`src/afc_pkg.sv`:
```
// Package with the shared types and constants of the frame and conversion-start control block.
package afc_pkg;

  // ----------------------------------------------------------------
  // Conversion modes and counter limits
  // ----------------------------------------------------------------
  localparam logic [1:0] AFC_MODE_EOC    = 2'h0;
  localparam logic [1:0] AFC_MODE_SELECT = 2'h1;
  localparam logic [3:0] AFC_EDGE_LAST   = 4'hf;
  localparam logic [3:0] AFC_CONV_CYCLES = 4'h8;

  // ----------------------------------------------------------------
  // Pin groups
  // ----------------------------------------------------------------
  typedef struct packed {
    logic cs_n;
    logic frame_sync;
    logic sclk;
    logic conv_start_n;
    logic power_down_n;
  } afc_pins_t;

  typedef struct packed {
    logic sample_window;
    logic conv_busy;
    logic serial_in_en;
    logic serial_out_en;
    logic eoc_int_n;
    logic powered_up;
  } afc_status_t;

endpackage : afc_pkg

```
`src/afc_ctrl.sv`:
```
// Frame, serial-input gating and conversion-start control of a serial converter.
`timescale 1ns/100ps

// How it works
// - While chip select is high, conversion-start low opens sampling; rising closes it.
// - In mode 01, sampling held off until chip select returns high.
// - Conversion-start rising edge with chip select high begins a conversion.
// - End-of-conversion output low from sampling end until result is ready.
// - End-of-conversion signalling used only in conversion mode 00.
// - Shared output selectable as interrupt instead of end-of-conversion.
// - Interrupt falls when data ready; cleared by chip select fall or frame sync.
// - Frame sync low when chip select falls keeps serial input disabled.
// - Frame sync falling edge with chip select low clears edge counter and enables serial input.
// - Serial input disabled at 16 counted edges or chip select rising.
// - Chip select falling clears counter, enables output driver and, with frame sync high, the input.
// - Serial input bit shifted into input register on serial clock rise.
// - Power-down low idles converter; restart on chip select, frame sync, conversion-start.
module afc_ctrl
  import afc_pkg::*;
#(
  parameter int IN_WIDTH = 16
)(
  // Clock and reset
  input  wire logic                clk_in,
  input  wire logic                reset_n_in,
  // Host pins
  input  wire logic                cs_n_in,
  input  wire logic                frame_sync_in,
  input  wire logic                sclk_in,
  input  wire logic                serial_in_in,
  input  wire logic                conv_start_n_in,
  input  wire logic                power_down_n_in,
  // Configuration straps
  input  wire logic [1:0]          conv_mode_in,
  input  wire logic                int_select_in,
  // Outputs
  output logic                     eoc_int_n_out,
  output logic                     serial_out_en_out,
  output logic                     serial_in_en_out,
  output logic                     sample_window_out,
  output logic                     conv_busy_out,
  output logic                     conv_done_out,
  output logic [IN_WIDTH-1:0]      input_word_out
);

  // ----------------------------------------------------------------
  // State
  // ----------------------------------------------------------------
  typedef struct packed {
    afc_pins_t             sync1;
    afc_pins_t             sync2;
    afc_pins_t             prev;
    logic                  din1;
    logic                  din2;
    logic [3:0]            edge_cnt;
    logic                  edge_full;
    logic                  sdi_en;
    logic                  sdo_en;
    logic                  window;
    logic                  busy;
    logic [3:0]            conv_cnt;
    logic                  done;
    logic                  eoc_n;
    logic                  powered;
    logic [IN_WIDTH-1:0]   shreg;
  } afc_state_t;

  afc_state_t st;
  afc_state_t next_st;

  afc_pins_t  raw;
  logic       cs_fall;
  logic       cs_rise;
  logic       fs_fall;
  logic       cst_fall;
  logic       cst_rise;
  logic       sclk_rise;
  logic       sclk_edge;

  assign raw = '{cs_n: cs_n_in, frame_sync: frame_sync_in, sclk: sclk_in,
                 conv_start_n: conv_start_n_in, power_down_n: power_down_n_in};

  // Edges are found on the second stage only, never on the first.
  assign cs_fall   =  st.prev.cs_n         & ~st.sync2.cs_n;
  assign cs_rise   = ~st.prev.cs_n         &  st.sync2.cs_n;
  assign fs_fall   =  st.prev.frame_sync   & ~st.sync2.frame_sync;
  assign cst_fall  =  st.prev.conv_start_n & ~st.sync2.conv_start_n;
  assign cst_rise  = ~st.prev.conv_start_n &  st.sync2.conv_start_n;
  assign sclk_rise = ~st.prev.sclk         &  st.sync2.sclk;
  assign sclk_edge =  st.prev.sclk         ^  st.sync2.sclk;

  // ----------------------------------------------------------------
  // Next-state logic
  // ----------------------------------------------------------------
  always_comb
  begin
    next_st       = st;
    next_st.sync1 = raw;
    next_st.sync2 = st.sync1;
    next_st.prev  = st.sync2;
    next_st.din1  = serial_in_in;
    next_st.din2  = st.din1;
    next_st.done  = 1'b0;

    // Powered-down state drops any sampling or conversion in flight.
    if (!st.sync2.power_down_n)
    begin
      next_st.powered = 1'b0;
      next_st.window  = 1'b0;
      next_st.busy    = 1'b0;
    end
    else if (!st.powered && (cs_fall || fs_fall || cst_fall))
    begin
      next_st.powered = 1'b1;
    end

    // Serial input gating and edge counting.
    if (st.sdi_en && sclk_edge && !st.edge_full)
    begin
      next_st.edge_cnt = st.edge_cnt + 4'h1;
      if (st.edge_cnt == AFC_EDGE_LAST)
      begin
        next_st.edge_full = 1'b1;
        next_st.sdi_en    = 1'b0;
      end
    end
    if (st.sdi_en && sclk_rise)
    begin
      next_st.shreg = {st.shreg[IN_WIDTH-2:0], st.din2};
    end
    if (cs_fall)
    begin
      next_st.edge_cnt  = 4'h0;
      next_st.edge_full = 1'b0;
      next_st.sdo_en    = 1'b1;
      // A low frame sync at select time holds the input off until a frame arrives.
      next_st.sdi_en    = st.sync2.frame_sync;
    end
    if (fs_fall && !st.sync2.cs_n)
    begin
      next_st.edge_cnt  = 4'h0;
      next_st.edge_full = 1'b0;
      next_st.sdi_en    = 1'b1;
    end
    if (cs_rise)
    begin
      next_st.sdi_en = 1'b0;
      next_st.sdo_en = 1'b0;
    end

    // Sampling window under conversion-start, only while deselected.
    if (st.powered && st.sync2.power_down_n)
    begin
      if (st.sync2.cs_n && !st.sync2.conv_start_n && !st.busy)
      begin
        next_st.window = 1'b1;
      end
      if (st.window && cst_rise)
      begin
        next_st.window   = 1'b0;
      end
      if (cst_rise && st.sync2.cs_n && !st.busy)
      begin
        next_st.busy     = 1'b1;
        next_st.conv_cnt = 4'h0;
        if (conv_mode_in == AFC_MODE_EOC && !int_select_in)
        begin
          next_st.eoc_n = 1'b0;
        end
      end
    end
    if (st.busy)
    begin
      next_st.conv_cnt = st.conv_cnt + 4'h1;
      if (st.conv_cnt == AFC_CONV_CYCLES)
      begin
        next_st.busy = 1'b0;
        next_st.done = 1'b1;
        if (int_select_in)
        begin
          next_st.eoc_n = 1'b0;
        end
        else
        begin
          next_st.eoc_n = 1'b1;
        end
      end
    end
    if (int_select_in && (cs_fall || fs_fall) && !(st.busy && st.conv_cnt == AFC_CONV_CYCLES))
    begin
      next_st.eoc_n = 1'b1;
    end
  end

  always_ff @(posedge clk_in or negedge reset_n_in)
  begin
    if (!reset_n_in)
    begin
      // Pin stages start at each pin's idle level (serial clock low, all else high), so no false edge follows reset.
      next_st_reset: st <= '{sync1: 5'h1b, sync2: 5'h1b, prev: 5'h1b,
                             eoc_n: 1'b1, powered: 1'b1, default: '0};
    end
    else
    begin
      st <= next_st;
    end
  end

  // ----------------------------------------------------------------
  // Outputs
  // ----------------------------------------------------------------
  assign eoc_int_n_out     = st.eoc_n;
  assign serial_out_en_out = st.sdo_en;
  assign serial_in_en_out  = st.sdi_en;
  assign sample_window_out = st.window;
  assign conv_busy_out     = st.busy;
  assign conv_done_out     = st.done;
  assign input_word_out    = st.shreg;

  // ----------------------------------------------------------------
  // Assertions
  // ----------------------------------------------------------------
  property p_no_window_selected;
    @(posedge clk_in) disable iff (!reset_n_in)
    (!st.sync2.cs_n && !st.window) |=> !st.window;
  endproperty
  a_no_window_selected: assert property (p_no_window_selected) else $error("Window opened while selected.");

  property p_conv_start;
    @(posedge clk_in) disable iff (!reset_n_in)
    (cst_rise && st.sync2.cs_n && st.powered && st.sync2.power_down_n && !st.busy) |=> st.busy;
  endproperty
  a_conv_start: assert property (p_conv_start) else $error("Conversion did not start.");

  property p_conv_len;
    @(posedge clk_in) disable iff (!reset_n_in)
    ($rose(st.busy) && st.sync2.power_down_n) |-> ##[9:10] (!st.busy || !st.sync2.power_down_n);
  endproperty
  a_conv_len: assert property (p_conv_len) else $error("Conversion length wrong.");

  property p_eoc_mode;
    @(posedge clk_in) disable iff (!reset_n_in)
    ($fell(st.eoc_n) && !int_select_in) |-> $past(conv_mode_in) == AFC_MODE_EOC;
  endproperty
  a_eoc_mode: assert property (p_eoc_mode) else $error("End-of-conversion outside mode 00.");

  property p_int_clear;
    @(posedge clk_in) disable iff (!reset_n_in)
    (int_select_in && cs_fall && !st.busy) |=> st.eoc_n;
  endproperty
  a_int_clear: assert property (p_int_clear) else $error("Interrupt not cleared.");

  property p_fs_enable;
    @(posedge clk_in) disable iff (!reset_n_in)
    (fs_fall && !st.sync2.cs_n && !cs_rise) |=> (st.sdi_en && st.edge_cnt == 4'h0);
  endproperty
  a_fs_enable: assert property (p_fs_enable) else $error("Frame sync did not enable input.");

  property p_cs_rise_off;
    @(posedge clk_in) disable iff (!reset_n_in)
    cs_rise |=> (!st.sdi_en && !st.sdo_en);
  endproperty
  a_cs_rise_off: assert property (p_cs_rise_off) else $error("Input still enabled after deselect.");

  property p_full_off;
    @(posedge clk_in) disable iff (!reset_n_in)
    (st.edge_full && !fs_fall && !cs_fall) |=> (!st.sdi_en && st.edge_full);
  endproperty
  a_full_off: assert property (p_full_off) else $error("Input enabled after 16 edges.");

  property p_cs_fall;
    @(posedge clk_in) disable iff (!reset_n_in)
    (cs_fall && st.sync2.frame_sync) |=> (st.sdi_en && st.sdo_en && st.edge_cnt == 4'h0);
  endproperty
  a_cs_fall: assert property (p_cs_fall) else $error("Select fall did not arm interface.");

  property p_powerdown;
    @(posedge clk_in) disable iff (!reset_n_in)
    !st.sync2.power_down_n |=> (!st.busy && !st.window);
  endproperty
  a_powerdown: assert property (p_powerdown) else $error("Activity while powered down.");

  c_conv: cover property (@(posedge clk_in) disable iff (!reset_n_in) $fell(st.busy));
  c_full: cover property (@(posedge clk_in) disable iff (!reset_n_in) $rose(st.edge_full));
  c_int:  cover property (@(posedge clk_in) disable iff (!reset_n_in) int_select_in && $fell(st.eoc_n));

endmodule : afc_ctrl

```
`config.mk`:
```
export PLATFORM = sky130hd
export DESIGN_NAME = afc_ctrl
export DESIGN_NICKNAME = d
export VERILOG_FILES = /design/src/afc_pkg.sv /design/src/afc_ctrl.sv
export SDC_FILE = /design/constraint.sdc
export NUM_CORES = 1
export LEC_CHECK = 0
export BUFFER_PORTS_ARGS = -buffer_cell sky130_fd_sc_hd__buf_2
export CAP_MARGIN = 10
export CORE_UTILIZATION = 49
export DETAILED_ROUTE_END_ITERATION = 10
export GPL_ROUTABILITY_DRIVEN = 0
export GPL_TIMING_DRIVEN = 0
export HOLD_SLACK_MARGIN = 0.06
export PLACE_DENSITY = 0.74
export SLEW_MARGIN = 30
export SYNTH_ARGS = -nofsm -noshare
export SYNTH_HDL_FRONTEND = slang
export SYNTH_SLANG_ARGS = --single-unit
```
`constraint.sdc`:
```
create_clock -name clk_in -period 1.6 [get_ports clk_in]
set_input_delay 0.16 -clock clk_in [delete_from_list [all_inputs] [get_ports clk_in]]
set_output_delay 0.16 -clock clk_in [all_outputs]
set_load 0.02 [all_outputs]
```
* Yosys cells after proc, flatten, opt, wreduce, memory -nomap -nowiden
Cells that the tools add are included.
** Cells by class
- Mux-type cells :: 20
- Equality and inequality tests :: 3
- Bitwise operators :: 13
- Add/subtract/negate cells :: 2
- Reductions and logical operators :: 35
** Operators by type and width (count)
- $mux W6 :: 3
- $logic_and A1 B1 Y1 :: 15
- $mux W7 :: 2
- $mux W1 :: 10
- $add A4 B1 Y4 const B :: 2
- $eq A4 B4 Y1 const B :: 2
- $mux W2 :: 4
- $reduce_bool A4 Y1 :: 2
- $logic_not A1 Y1 :: 7
- $and A1 B1 Y1 :: 6
- $not A1 Y1 :: 6
- $reduce_and A2 Y1 :: 3
- $reduce_bool A2 Y1 :: 3
- $reduce_bool A3 Y1 :: 2
- $mux W5 :: 1
- $logic_not A2 Y1 :: 1
- $logic_or A1 B1 Y1 :: 2
- $ne A2 B1 Y1 const B :: 1
- $xor A1 B1 Y1 :: 1
** Storage, ports and cells
- Register bits :: 48
- Input bits :: 11

* Longest topological paths before layout
Gate-level depths: netlist (run 1).
- Depth in word-level cells :: 9
- Depth in mapped cells :: 6

* Least setup slack after synthesis (run 1)
No wires, ideal clock.
- Path kind :: register to register
- Start :: register st, in the netlist next_st[36]
- End :: register st, in the netlist serial_in_en_out
- Path buffers :: 0
- Data arrival time :: 1480 ps
- Cell stages (with the launch flop) :: 6
- Period minus slack after synthesis :: 1560 ps
- Required time :: 1520 ps
- Path slack :: 40 ps
- Setup time :: 80 ps
- Path through :: dfrtp_1 ha_1 nor3b_4 nand4_1 a211o_1 o211ai_2
** On the way
- Word-level cells in the longest chain between the ends :: 5
** Ends and longest elaborated chain
- start: declaration :: line afc_ctrl.sv:68 : afc_state_t st;
- start signal: assignment :: line afc_ctrl.sv:200 : next_st_reset: st <= '{sync1: 5'h1b, sync2: 5'h1b, prev: 5'h1b,
- start signal: assignment :: line afc_ctrl.sv:205 : st <= next_st;
- $xor A1 B1 Y1 :: line afc_ctrl.sv:90 : assign sclk_edge = st.prev.sclk ^ st.sync2.sclk;
- $logic_and A1 B1 Y1 (2 in series) :: line afc_ctrl.sv:118 : if (st.sdi_en && sclk_edge && !st.edge_full)
- $reduce_bool A4 Y1 (no line)
- $reduce_and A2 Y1 (no line)
Every way passes these cells.
A chain may end at the register's enable or synchronous reset.

* Worst setup path after layout (run 1)
Same ends and word-level chain as after synthesis.

==> impl_metrics.ini, run 1 <==
[routing]
via_per_inst = 5.00
post_drt_wl_per_cell_um = 12.4
vias = 1214
dr.pass1.iters = 4
drc = 0
antenna_left = 0
drtIter0Drc = 29
routed_wl_um = 3020

[global_routing]
antenna_found_initial = 0
grt_max_degree = 31
grt_first_pass_wirelength_um = 5220
grt_pass1_vias = 1245
grt_usage_pct = 16.6
grt_overflow = 0

[sta]
worstMarginPinSlew_ns = 0.435
finClkSkew_ns = 0.00527
timing.final.crit_share_pct = 96.5
final-setup-viol-count = 0
timing.fmax_mhz = 647
hold_viol = 0
post-route-min-period_ns = 1.54
slew_headroom_pct = 70.6
rsz0062_at_grt = true
final-max-slew-violation-count = 0

[floorplanning]
start_util_pct = 52.2
die-area_um2 = 4240
die_w_um = 65.1
coreArea_um2 = 3740
rows = 22
dieHeight_um = 65.1
num_io_pins = 33

[power_and_ir_drop]
vdd_ir_drop_max_v = 0.000835
power.leakage_nw = 1.24
power_per_cell_area_nw_per_um2 = 1090

[critical_path]
cp-start-kind = flop
rr_endpoint = serial_in_en_out
cp_slowest_cell = dfrtp_1
crit_type = flop to flop
cp.required_ns = 1.82
r2r_start = next_st[36]
path_cells = ha_1, nor3b_4, nand4_1, a211o_1, o211ai_2
crit_buf_inv = 0
worst-path-max-fanout = 3
path_delay_family = compound AO/OA/AOI/OAI gates
worstSetupEndpointType = flop
max_stage_delay_ns = 0.39
r2r_cells = 5
rrSetupSlack_ns = 0.06
critical_path_arrival_ns = 1.77

[synth]
synth_top_area_share_pct = 44.8
syn_nets = 162
syn_avg_cell_area_um2 = 13.5
ys_seq_area_share_pct = 62.3
synth_cell_types = 28
async_flop_share_pct = 100
synth_common_cells = dfrtp_1 (35), mux2_2 (18), buf_4 (16), dfstp_2 (13), inv_1 (9)
ys_ff_latch = 48
synth_cells = 145
synth-main-ff-cell = dfrtp_1
synth_warnings = 0
synth_edf_count = 0
synth_area_um2 = 1950
synth_most_common_cell = dfrtp_1
synthTopCellsByArea = dfrtp_1 (45%), dfstp_2 (17%), mux2_2 (10%), buf_4 (6.1%), ha_1 (3.8%)
synth_largest_area_cell = dfrtp_1

[final_layout]
nFillCells = 301
fin_nets = 211
syn2layout_area_growth_pct = 21.5
num_antenna_cells = 0
fin_area_um2 = 2370
final_core_util_pct = 63.4
finalNonFillerCells = 243
final_layout_size_suffix_gt1_share_pct = 47.2

[place]
port-buffer-count = 32
dp_hpwl_um = 2150
dpl_cell_area_um2 = 2190
dp.cells = 226

[clock_network]
htreeDepth = 2
clk_pin_slew_ns = 0.08
clk_latency_ns = 0.30
ctsLongestPathBuffers = 2
cts_tree = done
clockRootBuffer = clkbuf_8
cts_made_buffers = 5
clock-sinks = 48

[outcome]
status = completed

[worst_hold_path]
holdPathEnd = eoc_int_n_out
min-delay-path-class = input port to flop
holdPathStages = 3
hold_path_startpoint = int_select_in

[flow_run]
maxCapViolCount = 0
## tightest hold or removal path, cell delays in order
cell,delay (ns)
buf_2,0.10
a32o_1,0.12
a21oi_1,0.04
## power by group
group	internal (W)	leakage (nW)	switching (W)
combinational	0.000227	0.585	0.000210
clock	0.000352	0.0488	0.000372
sequential	0.00133	0.604	0.0000881
## logic make-up (layout without fill, tap and decap cells)
kind of cell	Yosys count	in the layout	synth area share, %
DFF	48	48	62.3
and+or+nand+nor	27	27	7.43
buffers and inverters	26	76	8.14
muxes	20	20	11.4
AOI/OAI and AO/OA	15	15	5.51
adders and majority gates	6	6	3.84
xor gates and xnor gates	3	3	1.35
## worst max-delay path by stage
stage | from | end | slack [ns] | cells past startpoint
final | next_st[36] | serial_in_en_out | 0.06 | 5
after detailed placement | next_st[36] | serial_in_en_out | -0.09 | 5
after floorplan | next_st[36] | serial_in_en_out | 0.04 | 5
after global routing | st[36] | serial_in_en_out | -0.02 | 6
after global placement | next_st[36] | serial_in_en_out | -0.05 | 5
after CTS | next_st[36] | input_word_out[3] | 0.03 | 4
## cells in the final DEF, fill, tap and decap left out, drive strengths merged, types with 2 or more instances in the layout
cell type,synthesis,routed
a21oi,5,5
buf,17,51
clkbuf,0,8
dfrtp,35,35
dfstp,13,13
dlygate4sd3,0,7
ha,6,6
inv,9,10
mux2,18,18
mux2i,2,2
nand2,6,6
nand3,4,4
nand4,4,4
nor2,6,6
nor2b,4,4
o211ai,2,2
o21ai,2,2
xor2,2,2
## through the flow
| stage | setup slack [ns] | total power [W] | TNS, ns | hold WS (ns) |
|---|---|---|---|---|
| 2_1_floorplan | 0.0398 | 0.00171 | 0 | -0.136 |
| 3_3_place_gp | -0.0512 | 0.00183 | -0.0512 | 0.266 |
| 3_5_place_dp | -0.0880 | 0.00187 | -0.0880 | 0.132 |
| 4_1_cts | 0.0332 | 0.00261 | 0 | 0.122 |
| 5_1_grt | -0.0194 | 0.00273 | -0.0194 | 0.137 |
| 6_report | 0.0552 | 0.00258 | 0 | 0.136 |
## timing repair
item,in CTS,in global routing
hold buffers,7,0
setup buffers,1,1
cloned,0,0
pin swaps,1,1
gates resized for setup,0,1
setup endpoints to repair,1,11
endpoints found under the hold margin,17,0
## flip-flops by register name, indices dropped and copies added (netlist names)
register	flops
serial_out_en_out	1
next_st	11
conv_busy_out	1
serial_in_en_out	1
sample_window_out	1
eoc_int_n_out	1
st	15
input_word_out	16
conv_done_out	1
## final cells by class
class	instances	area (µm²)	share of cell area, %
Sequential cell	48	1220	51.3
Buffer	17	128	5.38
Clock buffer	7	86.3	3.64
Inverter	9	33.8	1.42
Multi-Input combinational cell	71	577	24.3
Clock inverter	1	6.26	0.264
Timing Repair Buffer	42	265	11.2
Tap cell	48	60.1	2.53
## per-layer routing
metal / GRT usage [%] / wire, µm
met4: 6.52 / 72
met3: 4.86 / 122
met5: 0 / 0
met1: 19.3 / 1250
met2: 28.9 / 1570
Power figures use the tool's default switching activity.
==> inputs of run 2 (changes only) <==
--- a/config.mk
+++ b/config.mk
@@ -7,7 +7,9 @@
 export LEC_CHECK = 0
 export BUFFER_PORTS_ARGS = -buffer_cell sky130_fd_sc_hd__buf_2
 export CAP_MARGIN = 10
-export CORE_UTILIZATION = 49
+export CELL_PAD_IN_SITES_DETAIL_PLACEMENT = 1
+export CELL_PAD_IN_SITES_GLOBAL_PLACEMENT = 2
+export CORE_UTILIZATION = 34
 export DETAILED_ROUTE_END_ITERATION = 10
 export GPL_ROUTABILITY_DRIVEN = 0
 export GPL_TIMING_DRIVEN = 0
==> impl_metrics.ini, run 2 (same netlist as run 1, synthesis figures left out) <==
[outcome]
status = completed

[critical_path]
path_cells = ha_4, nor3b_4, nand4_1, a211o_1, o211ai_2
crit_type = flop to flop
max_stage_delay_ns = 0.42
critical_path_arrival_ns = 1.71
path_delay_family = flip-flops
cp-start-kind = flop
worstSetupEndpointType = flop
cp_slowest_cell = dfrtp_1
worst-path-max-fanout = 3
crit_buf_inv = 0
cp.required_ns = 1.81

[floorplanning]
dieHeight_um = 77.8
die-area_um2 = 6050
die_w_um = 77.8
num_io_pins = 33
rows = 27
start_util_pct = 35.5
coreArea_um2 = 5510

[global_routing]
grt_first_pass_wirelength_um = 5990
grt_max_degree = 49
grt_pass1_vias = 1277
grt_usage_pct = 13.0
antenna_found_initial = 0
grt_overflow = 0

[final_layout]
final_cell_mix = dfrtp_1 (35), buf_2 (31), buf_4 (19), mux2_2 (18), dfstp_2 (13)
syn2layout_area_growth_pct = 22.4
fin_area_um2 = 2390
num_antenna_cells = 0
largest_reg_flops = 16
nFillCells = 606
fin_nets = 209
final_layout_size_suffix_gt1_share_pct = 47.7
final_common_cell = dfrtp_1
final_core_util_pct = 43.4

[routing]
routed_wl_um = 3520
dr.pass1.iters = 4
via_per_inst = 4.52
vias = 1198
drtIter0Drc = 43
antenna_left = 0
drc = 0
post_drt_wl_per_cell_um = 13.3

[clock_network]
clk_pin_slew_ns = 0.08
cts_made_buffers = 5
cts_tree = done
ctsLongestPathBuffers = 2
clockRootBuffer = clkbuf_8
htreeDepth = 2
clk_latency_ns = 0.29
clock-sinks = 48

[power_and_ir_drop]
power_per_cell_area_nw_per_um2 = 1080
vdd_ir_drop_max_v = 0.000538
total_power_w = 0.00258
power.leakage_nw = 1.22

[sta]
timing.final.crit_share_pct = 93.7
worstMarginPinSlew_ns = 0.598
rsz0062_at_grt = false
slew_headroom_pct = 60.1
holdWs_ns = 0.124
layout_setup_ws_ns = 0.101
final-setup-viol-count = 0
final-max-slew-violation-count = 0
finClkSkew_ns = 0.00824
hold_viol = 0
post-route-min-period_ns = 1.50
timing.fmax_mhz = 667

[place]
dpl_cell_area_um2 = 2210
post-place-ws_ns = -0.140
dp_hpwl_um = 2500
port-buffer-count = 32

[worst_hold_path]
min-delay-path-class = input port to flop

[flow_run]
maxCapViolCount = 0
## run 2: cell types whose count changed in the layout (fill, tap and decap cells not counted), sizes merged
cell  delta
inv      -1
buf      -1
## run 2: worst min-delay path, stage by stage
cell     delay (ns)
buf_2          0.10
a32o_1         0.12
a21oi_1        0.04
## run 2: what timing repair did
action                     in CTS  in global routing
setup buffers                   1                  0
setup endpoints to repair       7                 11
pin swaps                       3                  0
hold buffers                    7                  0
gates resized for setup         1                  3
hold endpoints to repair       41                  0
## run 2: cell type report
| type | count | area, µm² | share of cell area, % |
|---|---|---|---|
| buffer | 17 | 128 | 5.34 |
| clock buffer | 8 | 90.1 | 3.77 |
| inverter | 9 | 33.8 | 1.41 |
| multi-input combinational | 71 | 592 | 24.8 |
| sequential | 48 | 1220 | 50.9 |
| tap | 72 | 90.1 | 3.77 |
| timing repair buffer | 40 | 240 | 10.0 |
## run 2: worst paths after layout
| path | start | to | slack, ns | cells after the start |
|---|---|---|---|---|
| worst max-delay path | next_st[36] | serial_in_en_out | 0.10 | 5 |
| worst min-delay path | int_select_in | eoc_int_n_out | 0.12 | 3 |
| worst max register to register | next_st[36] | serial_in_en_out | 0.10 | 5 |
| worst min register to register | next_st[32] | st[32] | 0.36 | 0 |
| max in group asynchronous | reset_n_in | input_word_out[9] | 0.78 | 2 |
| min in group asynchronous | reset_n_in | conv_busy_out | 0.41 | 2 |
## run 2: through the flow
step                      TNS, ns  cells
after floorplan                 0    145
after global placement    -0.0698    249
after detailed placement   -0.140    249
after CTS                       0    265
after global routing            0    265
final                           0    265
## run 2: layer usage
layer / GRT usage [%] / vias to the layer above / routed length (µm)
met2: 22.3 / 15 / 1890
li1: - / 568 / -
met5: 0 / - / 0
met1: 14.8 / 608 / 1480
met4: 6.23 / 0 / 72
met3: 3.53 / 7 / 80
## run 2: power breakdown
| group | internal (W) | switching, W |
|---|---|---|
| combinational | 0.000225 | 0.000211 |
| sequential | 0.00133 | 0.0000898 |
| clock | 0.000353 | 0.000366 |
| total | 0.00191 | 0.000667 |
==> inputs of run 3 (changes only) <==
==> constraint.sdc (replaced) <==
create_clock -name clk_in -period 1.2 [get_ports clk_in]
set_input_delay 0.12 -clock clk_in [delete_from_list [all_inputs] [get_ports clk_in]]
set_output_delay 0.12 -clock clk_in [all_outputs]
set_load 0.02 [all_outputs]
==> impl_metrics.ini, run 3 (same netlist as run 1, synthesis figures left out) <==
[critical_path]
cp.required_ns = 1.42
worst-path-max-fanout = 3
worstSetupEndpointType = flop
rr_endpoint = serial_in_en_out
cp-start-kind = flop
rrSetupSlack_ns = -0.30
critical_path_arrival_ns = 1.72
crit_type = flop to flop
r2r_start = st[36]
r2r_cells = 6

[flow_run]
maxCapViolCount = 0

[final_layout]
regArea_um2 = 1220
fin_nets = 220
syn2layout_area_growth_pct = 37.7
finalNonFillerCells = 276
final_layout_size_suffix_gt1_share_pct = 57.4
largest_reg_flops = 16
final_cell_mix = dfrtp_1 (34), buf_2 (31), buf_4 (26), mux2_4 (17), dfstp_2 (13)
multi_input_area_um2 = 741
num_antenna_cells = 0
final_common_cell = dfrtp_1
nFillCells = 585

[routing]
drc = 0
drtIter0Drc = 37
post_drt_wl_per_cell_um = 13.6
vias = 1245
via_per_inst = 4.51
dr.pass1.iters = 4
routed_wl_um = 3750
antenna_left = 0

[global_routing]
grt_first_pass_wirelength_um = 6540
grt_overflow = 0
grt_max_degree = 49
grt_pass1_vias = 1383
grt_usage_pct = 14.2
antenna_found_initial = 0

[power_and_ir_drop]
power.leakage_nw = 1.37
power_per_cell_area_nw_per_um2 = 1410
vdd_ir_drop_max_v = 0.000806

[sta]
rsz0062_at_grt = true
setup_tns_ns = -1.81
layout_setup_ws_ns = -0.297
timing.fmax_mhz = 668
slew_headroom_pct = 60.7
worstMarginPinSlew_ns = 0.590
final-setup-viol-count = 26
finClkSkew_ns = 0.0141
timing.final.crit_share_pct = 125
final-max-slew-violation-count = 0
post-route-min-period_ns = 1.50
hold_viol = 0

[worst_hold_path]
holdPathEnd = eoc_int_n_out
hold_path_startpoint = int_select_in
holdPathStages = 3
min-delay-path-class = input port to flop

[clock_network]
htreeDepth = 2
clockRootBuffer = clkbuf_8
clk_latency_ns = 0.30
clock-sinks = 48
clk_pin_slew_ns = 0.09
cts_made_buffers = 5
ctsLongestPathBuffers = 2
cts_tree = done

[place]
post-place-ws_ns = -0.427
dp_hpwl_um = 2450
port-buffer-count = 32
dp.cells = 249

[floorplanning]
coreArea_um2 = 5510
die-area_um2 = 6050
num_io_pins = 33
dieHeight_um = 77.8
rows = 27
die_w_um = 77.8
start_util_pct = 35.5

[outcome]
violations = negative setup slack
status = finished, violations left
==> run 3: area by class of cell <==
class                      instances  share of cell area, %
sequential                        48                   45.3
tap                               72                   3.35
clock inverter                     3                   1.58
timing repair buffer              51                   13.2
multi-input combinational         71                   27.5
buffer                            17                   5.21
clock buffer                       5                   2.56
inverter                           9                   1.26
==> run 3: how the worst max path moves through the flow <==
stage / endpoint / cells after the start / startpoint
3_3_place_gp: serial_in_en_out / 6 / st[36]
3_5_place_dp: serial_in_en_out / 6 / st[36]
2_1_floorplan: serial_in_en_out / 6 / st[36]
6_report: serial_in_en_out / 6 / st[36]
5_1_grt: serial_in_en_out / 6 / st[36]
4_1_cts: serial_in_en_out / 6 / st[36]
==> run 3: metal layers <==
| metal | routed length (µm) | track usage (%) |
|---|---|---|
| met5 | 0 | 0 |
| met4 | 32 | 4.53 |
| met3 | 163 | 3.53 |
| met2 | 1990 | 25.2 |
| met1 | 1570 | 16.8 |
==> run 3: power by group <==
part / internal, W / switching (W) / leakage [nW]
combinational: 0.000414 / 0.000339 / 0.711
sequential: 0.00177 / 0.000117 / 0.602
clock: 0.000617 / 0.000522 / 0.0541
==> run 3: repair_timing <==
item | in CTS | in global routing
hold buffers | 7 | 0
pin swaps | 9 | 5
endpoints found under the setup margin | 23 | 30
hold endpoints to repair | 41 | 0
resized for setup | 21 | 4
setup buffers | 11 | 0
cloned | 1 | 0
==> run 3: critical path, cell delays in order (launching register included) <==
cell	delay (ns)
dfrtp_1	0.38
inv_2	0.07
ha_4	0.20
nor3b_4	0.21
nand4_1	0.18
a211o_1	0.31
o211ai_2	0.07
==> run 3: metrics by stage <==
stage	hold slack [ns]	area [µm²]	total power [W]	utilization (%)
2_1_floorplan	-0.176	2050	0.00236	-
3_3_place_gp	0.225	2300	0.00253	41.7
3_5_place_dp	0.168	2300	0.00257	41.8
4_1_cts	0.101	2680	0.00385	48.6
5_1_grt	0.0960	2690	0.00399	48.8
6_report	0.107	2690	0.00378	48.8
